File: config.mk
export PLATFORM = sky130hd
export DESIGN_NAME = repeater_cfg_ctrl
export DESIGN_NICKNAME = d
export VERILOG_FILES = /design/src/rtl/repeater_cfg_pkg.sv /design/src/rtl/repeater_cfg_ctrl.sv
export SDC_FILE = /design/constraint.sdc
export NUM_CORES = 1
export LEC_CHECK = 0
export ABC_AREA = 1
export BUFFER_PORTS_ARGS = -buffer_cell sky130_fd_sc_hd__buf_2
export CAP_MARGIN = 10
export CORE_MARGIN = 3
export CORE_UTILIZATION = 30
export CTS_CLUSTER_DIAMETER = 100
export DETAILED_ROUTE_END_ITERATION = 10
export SKIP_LAST_GASP = 1
export SYNTH_ARGS = -nofsm -noshare
export SYNTH_HDL_FRONTEND = slang
export SYNTH_SLANG_ARGS = --single-unit
export TNS_END_PERCENT = 5
File: constraint.sdc
create_clock -name mclk -period 12.1 [get_ports mclk]
set_clock_uncertainty 0.05 [all_clocks]
set_input_delay 1.815 -clock mclk [delete_from_list [all_inputs] [get_ports mclk]]
set_output_delay 1.815 -clock mclk [all_outputs]
set_load 0.02 [all_outputs]
File: src/rtl/repeater_cfg_pkg.sv
// constants, field layouts and carrier types for the repeater configuration block
// assumes the four-level strap sensing is done outside and arrives as 2-bit level codes
// Notes on behaviour
// mode strap low selects pins, high selects bus slave, open selects bus master.
// open mode strap: settings are loaded from an external EEPROM by the master.
// pin mode takes equalization and de-emphasis from straps, side A and B separately.
// pin mode with nonzero de-emphasis adjusts output swing to match that level.
// receiver-detect strap selects automatic detect, or manual low or high impedance.
// rate strap selects fixed gen1/2, automatic rate detect, or fixed gen3.
// slave mode holds swing, equalization, de-emphasis and termination-disable per lane.
// mode strap high switches equalization and de-emphasis to registers at once.
// slave mode reuses equalization and de-emphasis straps as four address inputs; the code takes only the four equalization straps.
// rate, detect, threshold straps rule in slave mode unless register override set.
// all configuration registers return to defaults at power-up and mode strap low.
// card present asserted while mode strap high keeps register contents unchanged.
// each input has an 8-bit equalization code; straps reach only 16 settings.
// with mode strap low each strap decodes into four levels.
// equalization strap pair both low gives 0x00; high low, low resistor gives 0x01.
// equalization strap pair high low, low open gives code 0x02.
// mode strap is sampled continuously; any change selects the new source.
package repeater_cfg_pkg;

  localparam int N_LANES = 8;

  // four-level strap codes as delivered by the sensing comparators
  typedef enum logic [1:0] {
    LVL_LOW   = 2'h0,
    LVL_RES   = 2'h1,
    LVL_OPEN  = 2'h2,
    LVL_HIGH  = 2'h3
  } strap_lvl_t;

  typedef enum logic [2:0] {
    MODE_PIN    = 3'b001,
    MODE_SLAVE  = 3'b010,
    MODE_MASTER = 3'b100
  } cfg_mode_t;

  localparam logic [1:0] RATE_GEN12 = 2'h0;
  localparam logic [1:0] RATE_AUTO  = 2'h1;
  localparam logic [1:0] RATE_GEN3  = 2'h2;
  localparam logic [1:0] TERM_AUTO  = 2'h0;
  localparam logic [1:0] TERM_LOWZ  = 2'h1;
  localparam logic [1:0] TERM_HIGHZ = 2'h2;

  typedef struct packed {
    strap_lvl_t mode;
    strap_lvl_t eq_a_hi;
    strap_lvl_t eq_a_lo;
    strap_lvl_t eq_b_hi;
    strap_lvl_t eq_b_lo;
    strap_lvl_t dem_a;
    strap_lvl_t dem_b;
    strap_lvl_t rate;
    strap_lvl_t receiver_detect_control;
    strap_lvl_t idle_detect_threshold_strap;
  } strap_bus_t;

  typedef struct packed {
    logic       term_dis;
    logic [2:0] output_swing_setting;
    logic [1:0] dem;
    logic [7:0] eq;
  } lane_cfg_t;

  // register byte offsets
  localparam logic [7:0] OFS_LANE0  = 8'h00;
  localparam logic [7:0] OFS_CTRL   = 8'h20;
  localparam logic [7:0] OFS_STATUS = 8'h24;
  localparam logic [7:0] OFS_LAST   = 8'h24;

  // lane register fields
  localparam int LF_EQ  = 0;
  localparam int LF_DEM = 8;
  localparam int LF_VOD = 12;
  localparam int LF_TD  = 16;
  // control register fields
  localparam int CF_RATE      = 0;
  localparam int CF_RATE_OVR  = 2;
  localparam int CF_RECEIVER_DETECT_CONTROL     = 4;
  localparam int CF_RECEIVER_DETECT_CONTROL_OVR = 6;
  localparam int CF_SDTH      = 8;
  localparam int CF_SDTH_OVR  = 10;
  // status register fields
  localparam int SF_MODE    = 0;
  localparam int SF_PRESENT = 3;
  localparam int SF_ADDR    = 4;
  localparam int SF_RATE    = 8;
  localparam int SF_RECEIVER_DETECT_CONTROL   = 10;
  localparam int SF_SDTH    = 12;

  localparam logic [2:0] VOD_DEFAULT = 3'h2;
  localparam lane_cfg_t  LANE_RESET  = '{term_dis: 1'b0, output_swing_setting: VOD_DEFAULT,
                                        dem: 2'h0, eq: 8'h00};
  localparam logic [10:0] CTRL_RESET = 11'h000;

  // equalization code by {high strap, low strap} level, 16 of 256 codes
  localparam logic [15:0][7:0] EQ_PIN_TABLE = {
    8'hff, 8'hbf, 8'h7f, 8'haa, 8'h3f, 8'h2f, 8'h1f, 8'h55,
    8'h0f, 8'h0b, 8'h15, 8'h07, 8'h03, 8'h02, 8'h01, 8'h00};
  // output swing matched to each de-emphasis level
  localparam logic [3:0][2:0] VOD_FOR_DEM = {3'h5, 3'h4, 3'h3, VOD_DEFAULT};

  localparam logic [1:0] RESP_OKAY   = 2'b00;
  localparam logic [1:0] RESP_SLVERR = 2'b10;

endpackage

File: src/rtl/repeater_cfg_ctrl.sv
// configuration-mode control: strap decode, per-lane registers, axi4-lite slave
// assumes strap levels come from analog comparators (async) and the eeprom
// loader shares mclk
`timescale 1ns/1ps
module repeater_cfg_ctrl #(
  parameter int LANES = repeater_cfg_pkg::N_LANES
) (
  input  wire logic                             mclk,           // 50 MHz clock
  input  wire logic                             arst_n,         // async reset, active low
  input  wire repeater_cfg_pkg::strap_bus_t     straps,         // four-level strap codes
  input  wire logic                             card_present_input, // async, high = present
  input  wire logic                             ee_ld_valid,    // eeprom loader write strobe
  input  wire logic [3:0]                       ee_ld_index,    // loader word index
  input  wire logic [31:0]                      ee_ld_data,     // loader word data
  input  wire logic [7:0]                       s_axi_awaddr,   // write address
  input  wire logic                             s_axi_awvalid,  // write address valid
  output logic                                  s_axi_awready,  // write address ready
  input  wire logic [31:0]                      s_axi_wdata,    // write data
  input  wire logic [3:0]                       s_axi_wstrb,    // byte enables
  input  wire logic                             s_axi_wvalid,   // write data valid
  output logic                                  s_axi_wready,   // write data ready
  output logic [1:0]                            s_axi_bresp,    // write response
  output logic                                  s_axi_bvalid,   // write response valid
  input  wire logic                             s_axi_bready,   // write response ready
  input  wire logic [7:0]                       s_axi_araddr,   // read address
  input  wire logic                             s_axi_arvalid,  // read address valid
  output logic                                  s_axi_arready,  // read address ready
  output logic [31:0]                           s_axi_rdata,    // read data
  output logic [1:0]                            s_axi_rresp,    // read response
  output logic                                  s_axi_rvalid,   // read data valid
  input  wire logic                             s_axi_rready,   // read data ready
  output repeater_cfg_pkg::lane_cfg_t [LANES-1:0] lane_cfg,     // applied per-lane settings
  output logic [1:0]                            rate_sel,       // applied rate mode
  output logic [1:0]                            term_sel,       // applied termination mode
  output logic [1:0]                            idle_thresh_sel, // applied idle threshold
  output logic [3:0]                            slave_address_inputs, // captured bus address
  output repeater_cfg_pkg::cfg_mode_t           cfg_mode        // active configuration source
);
  import repeater_cfg_pkg::*;

  if (LANES < 2 || LANES > 8 || LANES % 2 != 0) begin : g_bad_lanes
    $error("LANES must be even and between 2 and 8");
  end

  localparam int HALF = LANES / 2;

  // reset release through two flops
  logic rst_meta_ff;
  logic rst_n_ff;
  always_ff @(posedge mclk or negedge arst_n) begin
    if (!arst_n) begin
      rst_meta_ff <= 1'b0;
      rst_n_ff    <= 1'b0;
    end else begin
      rst_meta_ff <= 1'b1;
      rst_n_ff    <= rst_meta_ff;
    end
  end

  // strap and presence synchronisers; straps are quasi-static
  strap_bus_t strap_meta_ff;
  strap_bus_t strap_ff;
  logic       prs_meta_ff;
  logic       prs_ff;
  always_ff @(posedge mclk or negedge rst_n_ff) begin
    if (!rst_n_ff) begin
      strap_meta_ff <= '0;
      strap_ff      <= '0;
      prs_meta_ff   <= 1'b0;
      prs_ff        <= 1'b0;
    end else begin
      strap_meta_ff <= straps;
      strap_ff      <= strap_meta_ff;
      prs_meta_ff   <= card_present_input;
      prs_ff        <= prs_meta_ff;
    end
  end

  function automatic cfg_mode_t decode_mode(input strap_lvl_t lvl);
    unique case (lvl)
      LVL_LOW:  decode_mode = MODE_PIN;
      LVL_HIGH: decode_mode = MODE_SLAVE;
      default:  decode_mode = MODE_MASTER;
    endcase
  endfunction

  function automatic logic [1:0] decode_rate(input strap_lvl_t lvl);
    unique case (lvl)
      LVL_LOW:  decode_rate = RATE_GEN12;
      LVL_HIGH: decode_rate = RATE_GEN3;
      default:  decode_rate = RATE_AUTO;
    endcase
  endfunction

  function automatic logic [1:0] decode_term(input strap_lvl_t lvl);
    unique case (lvl)
      LVL_LOW:  decode_term = TERM_HIGHZ;
      LVL_HIGH: decode_term = TERM_LOWZ;
      default:  decode_term = TERM_AUTO;
    endcase
  endfunction

  // pin-mode lane setting for one side
  function automatic lane_cfg_t pin_lane(input strap_lvl_t hi, input strap_lvl_t lo,
                                         input strap_lvl_t dem);
    pin_lane          = LANE_RESET;
    pin_lane.eq       = EQ_PIN_TABLE[{hi, lo}];
    pin_lane.dem      = dem;
    pin_lane.output_swing_setting      = VOD_FOR_DEM[dem];
  endfunction

  function automatic lane_cfg_t lane_of_word(input logic [31:0] w);
    lane_of_word = '{w[LF_TD], w[LF_VOD +: 3], w[LF_DEM +: 2], w[LF_EQ +: 8]};
  endfunction
  function automatic logic [31:0] word_of_lane(input lane_cfg_t l);
    word_of_lane = '0;
    word_of_lane[LF_TD] = l.term_dis;
    word_of_lane[LF_VOD +: 3] = l.output_swing_setting;
    word_of_lane[LF_DEM +: 2] = l.dem;
    word_of_lane[LF_EQ +: 8] = l.eq;
  endfunction

  wire cfg_mode_t mode_now   = decode_mode(strap_ff.mode);
  wire logic      is_pin     = (mode_now == MODE_PIN);
  wire logic      is_slave   = (mode_now == MODE_SLAVE);
  wire logic      is_master  = (mode_now == MODE_MASTER);
  // card present in slave mode freezes the register contents
  wire logic      reg_frozen = is_slave & prs_ff;

  wire lane_cfg_t pin_a = pin_lane(strap_ff.eq_a_hi, strap_ff.eq_a_lo, strap_ff.dem_a);
  wire lane_cfg_t pin_b = pin_lane(strap_ff.eq_b_hi, strap_ff.eq_b_lo, strap_ff.dem_b);
  wire logic [3:0] addr_pins = {strap_ff.eq_b_hi == LVL_HIGH, strap_ff.eq_b_lo == LVL_HIGH,
                                strap_ff.eq_a_hi == LVL_HIGH, strap_ff.eq_a_lo == LVL_HIGH};

  // register file
  lane_cfg_t [LANES-1:0] lane_reg_ff;
  logic [10:0]           ctrl_ff;

  // axi write path: address and data taken together, one write in flight
  logic       awready_ff;
  logic       bvalid_ff;
  logic [1:0] bresp_ff;
  wire logic  wr_take   = s_axi_awvalid & s_axi_wvalid & ~awready_ff & ~bvalid_ff;
  wire logic  wr_fire   = awready_ff;
  wire logic [5:0] wr_word = s_axi_awaddr[7:2];
  wire logic  wr_lane   = (s_axi_awaddr[1:0] == 2'b00) && (wr_word < 6'(LANES));
  wire logic  wr_ctrl   = (s_axi_awaddr == OFS_CTRL);
  wire logic  wr_ok     = (wr_lane | wr_ctrl) & is_slave & ~reg_frozen;
  wire logic [31:0] wmask = {{8{s_axi_wstrb[3]}}, {8{s_axi_wstrb[2]}},
                             {8{s_axi_wstrb[1]}}, {8{s_axi_wstrb[0]}}};

  // loader path, used only while the mode strap is open or at the resistor level
  wire logic  ld_lane = is_master & ee_ld_valid & ({2'b00, ee_ld_index} < 6'(LANES));
  wire logic  ld_ctrl = is_master & ee_ld_valid & (ee_ld_index == 4'(OFS_CTRL >> 2));

  always_ff @(posedge mclk or negedge rst_n_ff) begin
    if (!rst_n_ff) begin
      awready_ff <= 1'b0;
      bvalid_ff  <= 1'b0;
      bresp_ff   <= RESP_OKAY;
    end else begin
      awready_ff <= wr_take;
      if (wr_fire) begin
        bvalid_ff <= 1'b1;
        bresp_ff  <= wr_ok ? RESP_OKAY : RESP_SLVERR;
      end else if (s_axi_bready) begin
        bvalid_ff <= 1'b0;
      end
    end
  end

  // lane registers: one word each, reset whenever pin mode is selected
  for (genvar i = 0; i < LANES; i++) begin : g_lane
    wire logic [31:0] cur   = word_of_lane(lane_reg_ff[i]);
    wire logic [31:0] merged = (s_axi_wdata & wmask) | (cur & ~wmask);
    wire logic        hit_axi = wr_fire & wr_ok & wr_lane & (wr_word == 6'(i));
    wire logic        hit_ld  = ld_lane & (ee_ld_index == 4'(i)) & ~reg_frozen;
    wire lane_cfg_t   nxt_lane = hit_axi ? lane_of_word(merged) :
                                 hit_ld  ? lane_of_word(ee_ld_data) : lane_reg_ff[i];
    always_ff @(posedge mclk or negedge rst_n_ff) begin
      if (!rst_n_ff) begin
        lane_reg_ff[i] <= LANE_RESET;
      end else if (is_pin) begin
        lane_reg_ff[i] <= LANE_RESET;
      end else begin
        lane_reg_ff[i] <= nxt_lane;
      end
    end
  end

  wire logic [31:0] ctrl_cur    = {21'h000000, ctrl_ff};
  wire logic [31:0] ctrl_merged = (s_axi_wdata & wmask) | (ctrl_cur & ~wmask);
  wire logic [10:0] nxt_ctrl    = (wr_fire & wr_ok & wr_ctrl) ? ctrl_merged[10:0] :
                                  (ld_ctrl & ~reg_frozen)     ? ee_ld_data[10:0]  : ctrl_ff;

  always_ff @(posedge mclk or negedge rst_n_ff) begin
    if (!rst_n_ff) begin
      ctrl_ff <= CTRL_RESET;
    end else if (is_pin) begin
      ctrl_ff <= CTRL_RESET;
    end else begin
      ctrl_ff <= nxt_ctrl;
    end
  end

  // overrides only count outside pin mode; reset clears them on pin re-entry
  wire logic [1:0] eff_rate = (!is_pin && ctrl_ff[CF_RATE_OVR]) ?
                              ctrl_ff[CF_RATE +: 2] : decode_rate(strap_ff.rate);
  wire logic [1:0] eff_term = (!is_pin && ctrl_ff[CF_RECEIVER_DETECT_CONTROL_OVR]) ?
                              ctrl_ff[CF_RECEIVER_DETECT_CONTROL +: 2] : decode_term(strap_ff.receiver_detect_control);
  wire logic [1:0] eff_sdth = (!is_pin && ctrl_ff[CF_SDTH_OVR]) ?
                              ctrl_ff[CF_SDTH +: 2] : 2'(strap_ff.idle_detect_threshold_strap);

  // axi read path
  logic        arready_ff;
  logic        rvalid_ff;
  logic [31:0] rdata_ff;
  logic [1:0]  rresp_ff;
  wire logic   rd_take = s_axi_arvalid & ~arready_ff & ~rvalid_ff;
  wire logic [5:0] rd_word = s_axi_araddr[7:2];
  wire logic   rd_lane = (s_axi_araddr[1:0] == 2'b00) && (rd_word < 6'(LANES));
  wire logic [2:0] rd_lane_idx = rd_word[2:0];
  wire logic [31:0] status_word = {18'h00000, eff_sdth, eff_term, eff_rate,
                                   slave_address_inputs, prs_ff, mode_now};
  wire logic [31:0] rd_lane_word = word_of_lane(lane_reg_ff[rd_lane_idx]);
  wire logic [31:0] rd_data = rd_lane                       ? rd_lane_word :
                              (s_axi_araddr == OFS_CTRL)    ? ctrl_cur :
                              (s_axi_araddr == OFS_STATUS)  ? status_word : 32'h0000_0000;
  wire logic   rd_ok   = rd_lane | (s_axi_araddr == OFS_CTRL) | (s_axi_araddr == OFS_STATUS);

  always_ff @(posedge mclk or negedge rst_n_ff) begin
    if (!rst_n_ff) begin
      arready_ff <= 1'b0;
      rvalid_ff  <= 1'b0;
      rdata_ff   <= 32'h0000_0000;
      rresp_ff   <= RESP_OKAY;
    end else begin
      arready_ff <= rd_take;
      if (rd_take) begin
        rdata_ff <= rd_data;
        rresp_ff <= rd_ok ? RESP_OKAY : RESP_SLVERR;
      end
      if (arready_ff) begin
        rvalid_ff <= 1'b1;
      end else if (s_axi_rready) begin
        rvalid_ff <= 1'b0;
      end
    end
  end

  // applied outputs: source switches the cycle after the mode change is seen
  lane_cfg_t [LANES-1:0] lane_out_ff;
  logic [1:0]            rate_ff;
  logic [1:0]            term_ff;
  logic [1:0]            sdth_ff;
  logic [3:0]            addr_ff;
  cfg_mode_t             mode_ff;

  for (genvar i = 0; i < LANES; i++) begin : g_out
    wire lane_cfg_t nxt_out = is_pin ? ((i < HALF) ? pin_a : pin_b)
                                     : lane_reg_ff[i];
    always_ff @(posedge mclk or negedge rst_n_ff) begin
      if (!rst_n_ff) begin
        lane_out_ff[i] <= LANE_RESET;
      end else begin
        lane_out_ff[i] <= nxt_out;
      end
    end
  end

  always_ff @(posedge mclk or negedge rst_n_ff) begin
    if (!rst_n_ff) begin
      rate_ff <= RATE_GEN12;
      term_ff <= TERM_AUTO;
      sdth_ff <= 2'h0;
      addr_ff <= 4'h0;
      mode_ff <= MODE_PIN;
    end else begin
      rate_ff <= eff_rate;
      term_ff <= eff_term;
      sdth_ff <= eff_sdth;
      if (is_slave) begin
        addr_ff <= addr_pins;
      end
      mode_ff <= mode_now;
    end
  end

  assign lane_cfg             = lane_out_ff;
  assign rate_sel             = rate_ff;
  assign term_sel             = term_ff;
  assign idle_thresh_sel      = sdth_ff;
  assign slave_address_inputs = addr_ff;
  assign cfg_mode             = mode_ff;
  assign s_axi_awready        = awready_ff;
  assign s_axi_wready         = awready_ff;
  assign s_axi_bvalid         = bvalid_ff;
  assign s_axi_bresp          = bresp_ff;
  assign s_axi_arready        = arready_ff;
  assign s_axi_rvalid         = rvalid_ff;
  assign s_axi_rdata          = rdata_ff;
  assign s_axi_rresp          = rresp_ff;

endmodule

==> results by stage <==
Critical path:
- The critical path in this run is classified as in -> reg.
- In this run the critical register-to-register path is captured at g_lane[7].cur[6].
- The type of destination of the critical path is a register.
- The startpoint identified for the worst register-to-register timing path is strap_ff[18].
- Measured in cells, the most critical reg-to-reg path has a length of 8.
- The arrival time of the worst setup path is between 5 and 6 ns.
- The worst setup path is launched from an input port.
- The maximum net fanout on the critical path is between 80 and 90.
- Across all register-to-register paths, the minimum setup slack is about 7.6 ns.
- Data on the critical path is required at its endpoint by 12.55 ns.

Global route:
- The initial antenna violation count is 9.
- The first global-routing pass estimated 94.3 mm of wire.
- The via count of the first global-routing pass came to 15.0k.
- The global router's overall resource usage is 21.7%.
- The total overflow left after global routing is 0.
- Entering global routing, the biggest net connects 160 pins.

Clock tree:
- The clock buffer count from CTS is 37.
- The count of buffers added by post-CTS timing repair for setup is 0.
- The number of gates resized after CTS was 0.
- TritonCTS built the clock tree.
- In this run, post-CTS hold repair placed 0 buffers.
- The clock slew at the register clock pins of the worst setup and hold paths is 0.07 ns.
- The insertion delay of the later-clocked pin in the worst-skew pair is 0.56 ns.
- The clock root buffer is sky130_fd_sc_hd__clkbuf_16.
- The longest clock path from root to sink contains 3 buffers.
- The H-tree generated during clock tree synthesis spans 2 levels.
- The number of sinks on the clock net is 314.

Power:
- The clock network power share is around 45%.
- The net switching fraction of the power is 28.6%.
- Power spread over the standard cell area amounts to 143 nW/um^2.
- The fraction of power consumed by sequential logic is 42.7%.
- The worst-case vdd ir drop is 0.0000734 V.
- The switching power of the nets is 761 uW.
- The leakage component of the power is 9.68 nW.
- The cell internal power dissipation is around 1.9 mW.
- Of the total power, combinational logic draws 12.6%.

Timing:
- Static timing analysis puts the maximum clock frequency at 0.191 GHz.
- Setup repair after global routing left no endpoint under its margin.
- At the pin with the least slew margin, the transition time is approximately 1.2 ns.
- The count of endpoints failing hold in the final timing report is 0.
- The max-slew violation count was 0.
- The count of final setup violators is 0.
- The worst path uses a little over two fifths of the clock period.
- After routing, the total negative slack on setup checks comes to 0 ns.
- The final critical-path required period is ~5.2 ns.
- Measured against its own limit, the worst slew margin works out to 20.2%.

Yosys:
- After Yosys synthesis, and, or, nand and nor cells account for 29.1% of the synthesized area.
- For this run, the register share of the synthesized area comes to 49.3%.
- Yosys printed 0 warnings.
- The complex-gate fraction of the synthesized area is 11.5%.
- The register bit total from synthesis is 314.
- The multiplexer share of the synthesized area is 0.0627%.
- The count of cell types in the netlist is 37.
- The main combinational cell family by area after synthesis is simple AND/OR/NAND/NOR gates.
- After Yosys synthesis, full adders, half adders and majority gates account for 0.313% of the synthesized area.
- The cell area after synthesis is 16000 sq um.
- The xor/xnor cell area share of the yosys netlist is less than 1%.
- In the synthesized netlist, the number of instances is about 2.1k.
- The mean area per synthesized cell is 7.74 sq um.

Cells and area:
- The area used by sequential logic in the layout is 7880 sq um.
- Counting the fill cells in the layout gives roughly 5.4k.
- The layout-stage area growth over the synthesis result is 16.6%.
- The final core utilization is 35.8%.
- Cells with a size suffix above 1 make up between 15 and 20% of the layout.
- The multi-input combinational cells in the finished layout cover a total of 6650 sq um.
- The number of nets in the layout is 2326.
- In the layout the commonest cells are sky130_fd_sc_hd__nand2_1, sky130_fd_sc_hd__dfrtp_1, sky130_fd_sc_hd__o21ai_0, sky130_fd_sc_hd__buf_2, sky130_fd_sc_hd__nand3_1.
- Leaving out fill and tap cells, the most frequent cell in the layout is sky130_fd_sc_hd__nand2_1.

Placement:
- Input and output buffers added on the ports amount to 229.
- The half-perimeter wire length of the detailed placement result is 42.8 mm.
- The weighted congestion reported at the end of routability-driven placement is 0.916.

Drt:
- The detail-routed net length per standard cell is approximately 22 microns.
- The first-pass iteration count of the detailed router is 5.
- The post-detailed-route DRC marker count is 0.
- For this block, the initial DRC count from the detailed router was 1666.
- The final route contains between 15k and 20k vias.
- The number of vias per cell is 5.36.
- The residual antenna-violating net count after detailed routing is 0.
- The total wirelength of the detailed-routed design is between 60 and 70 mm.

Floorplan:
- The floorplan die width is 237 microns.
- The number of top-level pins is 283.
- The area of the core is 52000 sq um.
- The height of the die is between 200 and 250 microns.
- In this run the core area contains 83 standard-cell rows.
- Once the floorplan was initialized, standard cells occupied roughly 30% of the core.
- The overall die area is 56000 sq um.

Run:
- Across the run, the number of max-cap violations was 0.

Status:
- The flow ran to the end, and the final reports show no timing, DRC or antenna violations.

Min path:
- The class of the most critical hold timing path is reg -> async.
==> area by class of cell <==
cell class,count,share of cell area (%)
Clock inverter,23,1.57
Antenna cell,1,0.0134
Clock buffer,43,5.20
Multi-Input combinational cell,1426,35.7
Sequential cell,314,42.3
Inverter,179,3.61
Tap cell,680,4.57
Timing Repair Buffer,247,6.95
==> power by group through the flow <==
stage          sequential [mW]  combinational, mW  clock [mW]
6_report                  1.14              0.335        1.19
5_1_grt                   1.14              0.363        1.25
4_1_cts                   1.14              0.334        1.21
3_5_place_dp              1.15              0.332           0
3_3_place_gp              1.15              0.328           0
2_1_floorplan             1.20              0.151           0
==> critical path, cell delays in order <==
cell and delay (ns):
sky130_fd_sc_hd__buf_2 0.11, sky130_fd_sc_hd__nor2_4 0.41, sky130_fd_sc_hd__buf_4 0.86, sky130_fd_sc_hd__nand3_1 1.13, sky130_fd_sc_hd__a21oi_2 1.01, sky130_fd_sc_hd__nand2_1 0.12, sky130_fd_sc_hd__nand2_1 0.10
==> metrics by stage <==
stage | std cells | instance area, sq um | total power [mW] | setup slack [ns] | hold WS (ns)
2_1_floorplan | 2080 | 16000 | 1.35 | 2.68 | 0.281
3_3_place_gp | 2846 | 17400 | 1.48 | 6.58 | 0.234
3_5_place_dp | 2846 | 17400 | 1.49 | 6.44 | 0.234
4_1_cts | 2912 | 18600 | 2.68 | 7.04 | 0.230
5_1_grt | 2913 | 18600 | 2.76 | 6.73 | 0.256
6_report | 2913 | 18600 | 2.66 | 6.88 | 0.224
==> worst max-delay path by stage <==
stage                          from                end  slack, ns  cells past startpoint
floorplan                  rst_n_ff        cfg_mode[1]       2.68                      0
global placement    s_axi_awaddr[1]   g_lane[7].cur[5]       6.58                      9
detailed placement  s_axi_awaddr[1]  g_lane[7].cur[16]       6.44                      9
CTS                 s_axi_awaddr[1]  g_lane[7].cur[16]       7.04                      9
global route        s_axi_awaddr[7]   g_lane[7].cur[3]       6.73                      7
finish              s_axi_awaddr[7]   g_lane[7].cur[6]       6.88                      7
==> kinds of logic (layout without fill, tap and decap cells) <==
kind of cell    Yosys count  after routing
mux                       1              1
fa+ha+maj                 4              4
buf+inv                 340            492
xor+xnor                  1              1
compound gates          342            342
simple gates           1059           1059
other cells               2             20
flops                   314            314
==> cell usage after synthesis <==
cell | instances | share of area, %
sky130_fd_sc_hd__or2_2 | 4 | 0.16
sky130_fd_sc_hd__dfrtp_1 | 297 | 47
sky130_fd_sc_hd__o22ai_1 | 1 | 0.039
sky130_fd_sc_hd__buf_6 | 13 | 0.92
sky130_fd_sc_hd__a21oi_4 | 2 | 0.20
sky130_fd_sc_hd__nor2_1 | 50 | 1.2
sky130_fd_sc_hd__nor2_2 | 7 | 0.27
sky130_fd_sc_hd__nand4_1 | 132 | 5.2
sky130_fd_sc_hd__buf_1 | 12 | 0.28
sky130_fd_sc_hd__nand2_1 | 667 | 16
sky130_fd_sc_hd__a21boi_1 | 1 | 0.047
sky130_fd_sc_hd__a21boi_0 | 15 | 0.71
sky130_fd_sc_hd__a21oi_1 | 46 | 1.4
sky130_fd_sc_hd__inv_2 | 3 | 0.071
sky130_fd_sc_hd__dfstp_2 | 17 | 2.8
sky130_fd_sc_hd__buf_4 | 26 | 1.2
sky130_fd_sc_hd__ha_1 | 4 | 0.31
sky130_fd_sc_hd__clkbuf_1 | 58 | 1.4
sky130_fd_sc_hd__o21bai_1 | 2 | 0.094
sky130_fd_sc_hd__mux2i_1 | 1 | 0.063
sky130_fd_sc_hd__nor2b_1 | 1 | 0.039
sky130_fd_sc_hd__a211oi_1 | 1 | 0.047
sky130_fd_sc_hd__clkinv_1 | 3 | 0.071
sky130_fd_sc_hd__o211ai_1 | 8 | 0.38
sky130_fd_sc_hd__conb_1 | 2 | 0.047
sky130_fd_sc_hd__a31oi_1 | 4 | 0.16
sky130_fd_sc_hd__buf_2 | 52 | 1.6
sky130_fd_sc_hd__o221ai_1 | 1 | 0.055
sky130_fd_sc_hd__inv_1 | 173 | 4.1
sky130_fd_sc_hd__nand3_4 | 1 | 0.11
sky130_fd_sc_hd__o21ai_0 | 255 | 8.0
sky130_fd_sc_hd__nand3_2 | 6 | 0.38
sky130_fd_sc_hd__a21oi_2 | 6 | 0.33
sky130_fd_sc_hd__xor2_1 | 1 | 0.055
sky130_fd_sc_hd__nor3_1 | 2 | 0.063
sky130_fd_sc_hd__nor2_8 | 1 | 0.13
sky130_fd_sc_hd__nand3_1 | 188 | 5.9
==> state kept, by name (all words and copies together), names as in the netlist, 2 cells and up <==
register	flops
slave_address_inputs	4
ctrl_ff	11
g_lane.cur	112
strap_ff	16
idle_thresh_sel	2
term_sel	2
strap_meta_ff	20
lane_cfg	112
pin_b	2
pin_a	2
s_axi_rdata	16
cfg_mode	3
rate_sel	2
==> routing by layer <==
layer / up-vias / wire length [microns] / track usage, %
met3: 178 / 5460 / 4.61
met4: 12 / 2830 / 9.14
met2: 822 / 29000 / 34.6
li1: 7005 / - / -
met5: - / 54 / 0
met1: 7602 / 25700 / 28.6
Power figures use the tool's default switching activity.
